## config.mk

```make
export PLATFORM = sky130hd
export DESIGN_NAME = boot_clock_reset_config
export DESIGN_NICKNAME = d
export VERILOG_FILES = /design/src/boot_clock_reset_config.sv /design/src/pin_sync.sv
export SDC_FILE = /design/constraint.sdc
export NUM_CORES = 1
export LEC_CHECK = 0
export BUFFER_PORTS_ARGS = -buffer_cell sky130_fd_sc_hd__buf_2
export CORE_UTILIZATION = 41
export DETAILED_ROUTE_END_ITERATION = 10
export PLACE_DENSITY = 0.79
export SYNTH_ARGS = -nofsm -noshare
export SYNTH_HDL_FRONTEND = slang
export SYNTH_HIERARCHICAL = 1
export SYNTH_SLANG_ARGS = --single-unit
export TNS_END_PERCENT = 50
```

## constraint.sdc

```tcl
create_clock -name i_clk -period 1.4 [get_ports i_clk]
set_input_delay 0 -clock i_clk [delete_from_list [all_inputs] [get_ports i_clk]]
set_output_delay 0 -clock i_clk [all_outputs]
set_load 0.005 [all_outputs]
```

## src/boot_clock_reset_config.sv

```systemverilog
// Constants and top module of the start-up boot, clock and reset configuration block
//
// The AHB-Lite register port and the address map are this design's own decisions.
`timescale 1ns/10ps
`default_nettype none

package boot_cfg_pkg;
   // Register byte addresses
   localparam logic [7:0] ADDR_CONTROL = 8'h00;
   localparam logic [7:0] ADDR_STATUS = 8'h04;
   localparam logic [7:0] ADDR_VECTOR = 8'h08;
   // Reset values
   localparam logic [31:0] CONTROL_RESET = 32'h0000_0000;
   localparam logic [23:0] RESET_VECTOR_DEFAULT = 24'h00_0000;
   // Memory clock release modes
   localparam logic [1:0] MEMCLK_DRIVE_BOTH = 2'h0;
   localparam logic [1:0] MEMCLK_HIZ_SECOND = 2'h1;
   // Timing: reference clock loss watchdog
   localparam int CLK_PERIOD_NS = 40;
   localparam int REF_LOSS_NS = 2000;
   localparam int REF_LOSS_CYCLES = REF_LOSS_NS / CLK_PERIOD_NS;
   // Bus owner identity that means a single processor
   localparam logic [1:0] IDENT_SINGLE = 2'h0;

   typedef enum logic [1:0] {BOOT_MEMORY, BOOT_HOST, BOOT_NONE} boot_mode_t;

   // Software control register
   typedef struct packed {
      logic [26:0] pad;
      logic boot_done;       // Write 1: boot load finished
      logic [1:0] clk_hiz;   // Memory clock release mode
      logic clkgen_internal; // Crystal oscillator in use
      logic host_width;      // Host bus width select
   } control_t;

   // Read-only status register
   typedef struct packed {
      logic [23:0] pad;
      logic test_reset;
      logic ref_alive;
      logic [1:0] ident;
      logic bus_owner;
      logic boot_active;
      logic [1:0] mode;
   } status_t;

   // Pins crossing into the core clock domain
   typedef struct packed {
      logic ref_clk;
      logic bms_in;
      logic boot_src;
      logic proc_rst_n;
      logic test_rst_n;
      logic bus_grant;
      logic [1:0] ident;
   } pins_t;
endpackage

module boot_clock_reset_config #(
   parameter logic [23:0] RESET_VECTOR = boot_cfg_pkg::RESET_VECTOR_DEFAULT
) (
   input wire logic i_clk, // Core 2x clock, 25 MHz
   input wire logic i_rst_b, // Synchronous reset, active low
   input wire logic i_hsel, // AHB slave select
   input wire logic [31:0] i_haddr, // AHB address
   input wire logic [1:0] i_htrans, // AHB transfer type
   input wire logic i_hwrite, // AHB write
   input wire logic [2:0] i_hsize, // AHB size, word only
   input wire logic [31:0] i_hwdata, // AHB write data
   input wire logic i_hready, // AHB bus ready
   output logic [31:0] o_hrdata, // AHB read data
   output logic o_hreadyout, // AHB slave ready
   output logic o_hresp, // AHB response, always OKAY
   input wire logic i_reference_clock_in, // 1x reference clock pin
   input wire logic i_boot_source_strap, // Boot source strap
   input wire logic i_boot_memory_select_n, // Select pin, input side
   output logic o_boot_memory_select_n, // Select pin, output side
   output logic o_boot_memory_select_oe, // Select pin drive enable
   input wire logic i_proc_reset_n, // Processor reset pin, active low
   input wire logic i_test_reset_n, // Test port reset pin, active low
   input wire logic i_bus_grant, // Shared bus granted to us
   input wire logic [1:0] i_processor_identity_pins, // Processor identity
   output logic o_bus_owner_indicator, // High while owning the bus
   output logic [1:0] o_sync_mem_clock_out, // 2x memory clock pins
   output logic [1:0] o_sync_mem_clock_oe, // Memory clock drive enables
   output logic o_crystal_terminal, // Oscillator drive
   output logic o_crystal_terminal_oe, // Oscillator drive enable
   output logic o_core_tick, // Core enable at 2x reference
   output logic [1:0] o_boot_mode, // Latched boot mode
   output logic o_host_width_bit, // Host bus width select
   output logic o_fetch_start, // Pulse: start fetching
   output logic [23:0] o_fetch_addr, // Fetch address
   output logic o_test_logic_reset // Test logic held in reset
);
   boot_cfg_pkg::pins_t pins_raw;
   boot_cfg_pkg::pins_t pins;
   boot_cfg_pkg::control_t ctrl;
   boot_cfg_pkg::control_t next_ctrl;
   boot_cfg_pkg::control_t wr_ctrl;
   boot_cfg_pkg::status_t status;
   boot_cfg_pkg::boot_mode_t mode;
   boot_cfg_pkg::boot_mode_t next_mode;
   boot_cfg_pkg::boot_mode_t strap_mode;
   logic proc_rst;
   logic proc_rst_q;
   logic boot_active;
   logic next_boot_active;
   logic owner;
   logic ctrl_write;
   logic boot_done;
   logic ref_q;
   logic ref_edge;
   logic [7:0] ref_count;
   logic [7:0] next_ref_count;
   logic ref_alive;
   logic dp_write;
   logic next_dp_write;
   logic [7:0] dp_addr;
   logic [7:0] next_dp_addr;
   logic taken;
   logic [31:0] next_hrdata;
   logic next_fetch_start;
   logic [1:0] next_mem_oe;
   logic next_bms_oe;
   logic next_bms_n;
   logic next_owner;

   // Pin levels into the core clock domain
   assign pins_raw = '{ref_clk: i_reference_clock_in, bms_in: i_boot_memory_select_n,
                       boot_src: i_boot_source_strap, proc_rst_n: i_proc_reset_n,
                       test_rst_n: i_test_reset_n, bus_grant: i_bus_grant,
                       ident: i_processor_identity_pins};

   pin_sync #(
      .W($bits(boot_cfg_pkg::pins_t))
   ) u_pin_sync (
      .i_clk(i_clk),
      .i_rst_b(i_rst_b),
      .i_async(pins_raw),
      .o_sync(pins)
   );

   // Decoded strap and bus decode terms
   assign proc_rst = !pins.proc_rst_n;
   assign taken = i_hsel && i_hready && i_htrans[1];
   assign ctrl_write = dp_write && (dp_addr == boot_cfg_pkg::ADDR_CONTROL);
   assign boot_done = ctrl_write && i_hwdata[4];
   assign ref_edge = pins.ref_clk != ref_q;
   assign ref_alive = ref_count < 8'(boot_cfg_pkg::REF_LOSS_CYCLES);

   // Strap decode to a boot mode
   always_comb begin
      if (pins.boot_src) begin
         strap_mode = boot_cfg_pkg::BOOT_MEMORY;
      end else if (pins.bms_in) begin
         strap_mode = boot_cfg_pkg::BOOT_HOST;
      end else begin
         strap_mode = boot_cfg_pkg::BOOT_NONE;
      end
   end

   // Boot mode, boot load progress and fetch start
   always_comb begin
      next_mode = mode;
      next_boot_active = boot_active;
      next_fetch_start = 1'b0;
      if (proc_rst) begin
         next_mode = strap_mode;
         next_boot_active = strap_mode != boot_cfg_pkg::BOOT_NONE;
      end else begin
         if (boot_active && boot_done) begin
            next_boot_active = 1'b0;
            next_fetch_start = 1'b1;
         end
         if (proc_rst_q && mode == boot_cfg_pkg::BOOT_NONE) begin
            next_fetch_start = 1'b1;
         end
      end
   end

   always_ff @(posedge i_clk) begin
      if (!i_rst_b) begin
         mode <= boot_cfg_pkg::BOOT_NONE;
         boot_active <= 1'b0;
         proc_rst_q <= 1'b1;
         o_fetch_start <= 1'b0;
         o_fetch_addr <= 24'h00_0000;
      end else begin
         mode <= next_mode;
         boot_active <= next_boot_active;
         proc_rst_q <= proc_rst;
         o_fetch_start <= next_fetch_start;
         o_fetch_addr <= RESET_VECTOR;
      end
   end

   // Control register: cleared by processor reset, boot_done never stored
   always_comb begin
      wr_ctrl = i_hwdata;
      wr_ctrl.pad = '0;
      wr_ctrl.boot_done = 1'b0;
      next_ctrl = ctrl;
      if (proc_rst) begin
         next_ctrl = boot_cfg_pkg::CONTROL_RESET;
      end else if (ctrl_write) begin
         next_ctrl = wr_ctrl;
      end
   end

   always_ff @(posedge i_clk) begin
      if (!i_rst_b) begin
         ctrl <= boot_cfg_pkg::CONTROL_RESET;
      end else begin
         ctrl <= next_ctrl;
      end
   end

   // Reference edges give two core ticks per reference period
   always_comb begin
      next_ref_count = ref_count;
      if (ref_edge) begin
         next_ref_count = 8'h00;
      end else if (ref_alive) begin
         next_ref_count = ref_count + 8'h01;
      end
      next_mem_oe = 2'h0;
      if (ctrl.clk_hiz == boot_cfg_pkg::MEMCLK_DRIVE_BOTH) begin
         next_mem_oe = 2'h3;
      end else if (ctrl.clk_hiz == boot_cfg_pkg::MEMCLK_HIZ_SECOND) begin
         next_mem_oe = 2'h1;
      end
   end

   always_ff @(posedge i_clk) begin
      if (!i_rst_b) begin
         ref_q <= 1'b0;
         ref_count <= 8'h00;
         o_core_tick <= 1'b0;
         o_sync_mem_clock_out <= 2'h0;
         o_sync_mem_clock_oe <= 2'h0;
         o_crystal_terminal <= 1'b0;
         o_crystal_terminal_oe <= 1'b0;
      end else begin
         ref_q <= pins.ref_clk;
         ref_count <= next_ref_count;
         o_core_tick <= ref_edge;
         o_sync_mem_clock_out <= {2{ref_edge}};
         o_sync_mem_clock_oe <= next_mem_oe;
         o_crystal_terminal <= ctrl.clkgen_internal && !pins.ref_clk;
         o_crystal_terminal_oe <= ctrl.clkgen_internal;
      end
   end

   // Bus ownership and boot memory select pin
   always_comb begin
      next_owner = (pins.ident == boot_cfg_pkg::IDENT_SINGLE) || pins.bus_grant;
      // Drive enable tracks the new owner value so it never outlives ownership
      next_bms_oe = !proc_rst && mode == boot_cfg_pkg::BOOT_MEMORY && next_owner;
      next_bms_n = !(boot_active && mode == boot_cfg_pkg::BOOT_MEMORY);
   end

   always_ff @(posedge i_clk) begin
      if (!i_rst_b) begin
         owner <= 1'b0;
         o_bus_owner_indicator <= 1'b0;
         o_boot_memory_select_oe <= 1'b0;
         o_boot_memory_select_n <= 1'b1;
         o_boot_mode <= 2'h0;
         o_host_width_bit <= 1'b0;
         o_test_logic_reset <= 1'b1;
      end else begin
         owner <= next_owner;
         o_bus_owner_indicator <= next_owner;
         o_boot_memory_select_oe <= next_bms_oe;
         o_boot_memory_select_n <= next_bms_n;
         o_boot_mode <= next_mode;
         o_host_width_bit <= ctrl.host_width;
         o_test_logic_reset <= !pins.test_rst_n;
      end
   end

   // Status word seen by software
   always_comb begin
      status = '0;
      status.mode = mode;
      status.boot_active = boot_active;
      status.bus_owner = owner;
      status.ident = pins.ident;
      status.ref_alive = ref_alive;
      status.test_reset = !pins.test_rst_n;
   end

   // AHB address phase capture and registered read data
   always_comb begin
      next_dp_write = taken && i_hwrite;
      next_dp_addr = dp_addr;
      next_hrdata = o_hrdata;
      if (taken) begin
         next_dp_addr = i_haddr[7:0];
      end
      if (taken && !i_hwrite) begin
         unique case (i_haddr[7:0])
            boot_cfg_pkg::ADDR_CONTROL: next_hrdata = ctrl_write ? wr_ctrl : ctrl;
            boot_cfg_pkg::ADDR_STATUS: next_hrdata = status;
            boot_cfg_pkg::ADDR_VECTOR: next_hrdata = {8'h00, RESET_VECTOR};
            default: next_hrdata = 32'h0000_0000;
         endcase
      end
   end

   always_ff @(posedge i_clk) begin
      if (!i_rst_b) begin
         dp_write <= 1'b0;
         dp_addr <= 8'h00;
         o_hrdata <= 32'h0000_0000;
         o_hreadyout <= 1'b1;
         o_hresp <= 1'b0;
      end else begin
         dp_write <= next_dp_write;
         dp_addr <= next_dp_addr;
         o_hrdata <= next_hrdata;
         o_hreadyout <= 1'b1;
         o_hresp <= 1'b0;
      end
   end
endmodule
`default_nettype wire

```

## src/pin_sync.sv

```systemverilog
// Two-flop synchroniser for levels arriving from outside the core clock domain
`timescale 1ns/10ps
`default_nettype none
module pin_sync #(
   parameter int W = 1
) (
   input wire logic i_clk, // Core clock
   input wire logic i_rst_b, // Synchronous reset, active low
   input wire logic [W-1:0] i_async, // Raw pin levels
   output logic [W-1:0] o_sync // Levels after two flops
);
   logic [W-1:0] meta;
   logic [W-1:0] next_meta;
   logic [W-1:0] next_sync;

   // Next values of both stages
   always_comb begin
      next_meta = i_async;
      next_sync = meta;
   end

   // Register both stages
   always_ff @(posedge i_clk) begin
      if (!i_rst_b) begin
         meta <= '0;
         o_sync <= '0;
      end else begin
         meta <= next_meta;
         o_sync <= next_sync;
      end
   end
endmodule
`default_nettype wire

```

=== Word-level counts from Yosys, hierarchy flattened ===
Index checks and enable logic that the tools add are counted.

* Output and inout port bits: 73
* Bits in registers: 116
* Memories: 0
* Bits of input ports: 82
* RAM bits: 0
* Bits in latches: 0
* Bits in read-only memories: 0
* Logic and storage cells: 72

* Bitwise logic cells: 1
* Reduce and logical (&&, ||, !) cells: 25
* $lt $le $gt $ge: 1
* $add $sub $neg: 1
* Shifts and indexed selects: 0
* Multiply operators: 0
* Muxes and demuxes: 11
* Eq/ne operators: 6
* Div/mod/pow operators: 0

{| class="wikitable"
|+ Operators with widths
! kind !! number
|-
| one-hot mux 32 bit (2 select lines) || 1
|-
| two-way mux 32 bit || 1
|-
| logical NOT 8 bit || 2
|-
| logical AND 1 bit || 12
|-
| adder 8 x 1 -> 8 bit, second input constant || 1
|-
| == test 8 x 3 -> 1 bit, second input constant || 1
|-
| < comparator 8 x 6 -> 1 bit, second input constant || 1
|-
| two-way mux 2 bit || 4
|-
| logical NOT 2 bit || 3
|-
| logical NOT 1 bit || 5
|-
| two-way mux 1 bit || 5
|-
| != test 2 bit, second input constant || 2
|-
| == test 2 x 1 -> 1 bit, second input constant || 1
|-
| == test 2 bit, second input constant || 1
|-
| AND reduction 2 bit || 1
|-
| OR reduction 2 bit || 1
|-
| logical OR 1 bit || 1
|-
| != test 1 bit || 1
|-
| NOT 1 bit || 1
|}

=== Longest topological paths before layout ===
* Word-level depth: 6
* Depth in mapped cells: 6
* Depth with buffers taken out: 4

=== Cells and area by module ===
Netlist, hierarchy kept.

{| class="wikitable"
|+ By module, submodules not included
! module !! cells an instance !! sequential area each (um2) !! instances !! area an instance (um2)
|-
| boot_clock_reset_config || 357 || 1961.9 || 1 || 3504.6
|-
| pin_sync || 33 || 320.3 || 1 || 446.7
|}

=== Worst setup path before layout ===
Ideal clock, no wire load.

* Kind: register -> register
* Start point: reg dp_addr[4]
* End point: reg o_hrdata[3]
* Period minus slack after synthesis: 1.511 ns
* Required time: 1.270 ns
* Cell stages (with the launch flop): 6
* Arrival time: 1.381 ns
* Setup time: 0.130 ns
* Buffers on the path: 1
* Slack: -0.111 ns
* Path through: dfxtp_1 -> nor4b_2 -> nand3_1 -> clkbuf_1 -> mux2i_1 -> o22ai_1

* Cells in the longest elaborated chain, start to end: 4

{| class="wikitable"
|+ Ends and longest elaborated chain
! element !! RTL line !! RTL
|-
| start: declaration || boot_clock_reset_config.sv:118 || <nowiki>logic [7:0] dp_addr;</nowiki>
|-
| start signal: assignment || boot_clock_reset_config.sv:320 || <nowiki>dp_addr <= next_dp_addr;</nowiki>
|-
| logical NOT 8 bit || boot_clock_reset_config.sv:146 || <nowiki>assign ctrl_write = dp_write && (dp_addr == boot_cfg_pkg::ADDR_CONTROL);</nowiki>
|-
| logical AND 1 bit || boot_clock_reset_config.sv:146 ||
|-
| two-way mux 32 bit || n/a ||
|-
| one-hot mux 32 bit (2 select lines) || boot_clock_reset_config.sv:302 || <nowiki>unique case (i_haddr[7:0])</nowiki>
|-
| end signal: assignment || boot_clock_reset_config.sv:321 || <nowiki>o_hrdata <= next_hrdata;</nowiki>
|-
| end: declaration || boot_clock_reset_config.sv:71 || <nowiki>output logic [31:0] o_hrdata,</nowiki>
|}

No other way between the ends.
A chain may end at the register's enable or synchronous reset.

==> flow_summary.toml <==
[status]
status = "finished, violations left"
violations = "setup timing"

[synthesis]
yosysTopAreaCell = "dfxtp_1"
syn_area_um2 = 3950
synth_most_common_cell = "dfxtp_1"
synth_warnings = 6
ys_top_cells_by_area = "dfxtp_1 (58%), and2_1 (6.0%), buf_4 (5.7%)"
ys_types = 41
synth_common_cells = "dfxtp_1 (114), nor2_1 (45), and2_1 (38), buf_4 (30), nand2_1 (27)"
ys_seq_area_share_pct = 57.8
avgSynthCellArea_um2 = 10.1
syn_inst = 390
synth_ff_type = "dfxtp_1"
ys_seq_elements = 114
synth_top_area_share_pct = 57.8
synth-edff-count = 0
async_flop_share_pct = 0

[drt]
drc_errors = 0
met1_length_mm = 3.77
dr.pass1.iters = 4
wl_met2_mm = 4.53
routed_wl_mm = 9.21
wl_per_cell_um = 14.4
wl_met3_um = 559
vias_per_cell = 4.89
maxUsedRoutingLayer = "met4"
ant_nets = 0
drtIter0Drc = 196
vias = 3134

[hold_path]
min_from = "i_hready"
min_path_type = "input pin to register"
hold-path-endpoint = "o_hrdata[5]"
whs_path_depth = 5

[timing]
setup_violations = 4
finalCritPeriodShare_pct = 102
slew_violations = 0
tns_ns = -0.0403
fin_skew_ns = 0.00960
finalWorstSetupSlack_ns = -0.0247
rsz0062_at_grt = "yes"
layout_min_cycle_time_ns = 1.42
fmax_ghz = 0.702
hold_viol = 0

[pwr]
combinationalPowerShare_pct = 4.1
peakVddDrop_mv = 1.07
leakage_nw = 2.29
power.share.switching_pct = 22.4
p_switching_w = 0.00173
p_seq_share_pct = 43.2
p_int_w = 0.00599
power.share.clock_pct = 52.7
power_density_nw_per_um2 = 1440

[floorplanning]
start_util_pct = 42.6
num_rows = 35
die_x_um = 100
core_um2 = 9280
die_area_um2 = 10000
boundaryPins = 155
die_h_um = 100

[placed_design]
hpwlAfterDp_mm = 5.39
numPortBuffers = 73
gp_congestion = 0.764
dp_cells = 582

[clock_network]
insertion_delay_ns = 0.51
clock_sinks = 114
root_buffer = "clkbuf_8"
cts_buffers = 17
path_clk_slew_ns = 0.06
clock_path_buffers = 2
h-tree-depth = 4
cts_tree = "yes"

[global_routing]
grt_antenna_before_repair = 0
grt.overflow.total = 0
grt_max_degree = 37
grt_pass1_wl_mm = 14.2
grt_pass1_vias = 3013
grt_usage_pct = 18.5

[worst_setup_path]
critical_path.max_fanout = 34
r2r_setup_slack_ns = -0.02
crit_arrival_ns = 1.81
r2r_cells = 5
critPathRequiredTime_ns = 1.78
crit_chain = "nor4b_4 > nand3_2 > buf_12 > a32oi_1 > nor2_1"
slowest_delay_ns = 0.33
crit_slowest_cell = "dfxtp_2"
start_kind = "register"
r2r-start = "dp_addr[5]"
critPathKind = "register to register"
r2r-end = "o_hrdata[11]"
cp-end-kind = "register"

[finish]
final_cells = 641
diodes = 0
syn_to_final_growth_pct = 35.7
drive_gt1_share_pct = 28.9
nets = 582

[run]
maxCapViolCount = 0
worst max-delay path: cells and delay by family (launching register included):
family | cells | cell delay [ns]
AO/OA/AOI/OAI | 1 | 0.26
buffers and inverters | 1 | 0.20
flip-flops | 1 | 0.33
AND/OR/NAND/NOR | 3 | 0.50
what timing repair did:
| action | CTS | global route |
|---|---|---|
| buffers inserted | 0 | 1 |
| hold endpoints to repair | 45 | 0 |
| hold buffers | 25 | 0 |
| setup endpoints to repair | 11 | 43 |
| gates cloned | 0 | 2 |
| resized for setup | 6 | 8 |
| pin swaps | 1 | 9 |
routing by layer:
| layer | GRT usage (%) | up-vias |
|---|---|---|
| met5 | 0 | - |
| met4 | 9.81 | 0 |
| met3 | 6.48 | 31 |
| met2 | 30.2 | 123 |
| met1 | 21.3 | 1477 |
| li1 | - | 1503 |
through the flow:
stage	worst slack (ns)	power, W	util, %	hold WS (ns)	instance area [µm²]
2_1_floorplan	-0.0497	0.00359	-	0.136	4050
3_3_place_gp	-0.0805	0.00364	47.5	0.219	4410
3_5_place_dp	-0.151	0.00365	47.5	0.223	4410
4_1_cts	-0.00964	0.00775	56.7	0.00221	5270
5_1_grt	-0.0828	0.00798	57.7	0.0599	5360
6_report	-0.0247	0.00772	57.7	0.0601	5360
logic make-up after synthesis:
kind of cell / count (synthesis) / share of synthesized area, %
adder cells (fa/ha/maj): 1 / 0.317
other: 2 / 0.190
buffers and inverters: 54 / 8.68
multiplexers: 4 / 1.01
AO/OA/AOI/OAI: 56 / 10.4
XOR/XNOR: 4 / 0.887
flip-flops: 114 / 57.8
AND/OR/NAND/NOR: 155 / 20.8
area by class of cell:
type,instances,area (µm²)
clock inverters,15,160
flip-flops and latches,114,2280
fillers,755,3920
clock buffers,17,414
repair buffers,115,826
inverters,5,18.8
well taps,129,161
multi-input cells,246,1500
sequential cells by signal, summed over array words and instances (netlist names), 2 cells and up:
register,cells
ctrl,32
ref_count,8
o_sync_mem_clock_oe,2
o_hrdata,32
dp_addr,8
u_pin_sync/meta,8
mode,2
u_pin_sync/o_sync,8
power groups by stage:
stage               Combinational (W)  Sequential, W  Clock (W)
floorplan                    0.000197        0.00339          0
global placement             0.000240        0.00340          0
detailed placement           0.000249        0.00340          0
CTS                          0.000307        0.00333    0.00411
global route                 0.000352        0.00334    0.00429
finish                       0.000317        0.00333    0.00407
worst max path at each step:
stage                          from            to  slack (ns)  cells past startpoint
6_report                 dp_addr[5]  o_hrdata[11]       -0.02                      5
5_1_grt                  dp_addr[4]   o_hrdata[3]       -0.08                      5
4_1_cts                  dp_addr[5]   o_hrdata[1]       -0.01                      5
3_5_place_dp             i_haddr[3]   o_hrdata[4]       -0.15                      6
3_3_place_gp             i_haddr[3]   o_hrdata[4]       -0.08                      6
2_1_floorplan  u_pin_sync/o_sync[4]      ctrl[11]       -0.05                      5
cell usage in the layout, fill, tap and decap left out, drive strengths merged, types with 3 or more instances in the layout:
cell type and instances:
a21oi 13, a31oi 7, a32oi 24, and2 50, and3 5, buf 88, clkbuf 19, clkinv 6
clkinvlp 5, conb 26, dfxtp 114, dlygate4sd3 25, inv 7, mux2i 4, nand2 27, nand3 11
nor2 45, nor3 6, o22ai 4, xor2 3
No activity file was read; power rests on OpenSTA's default activity.
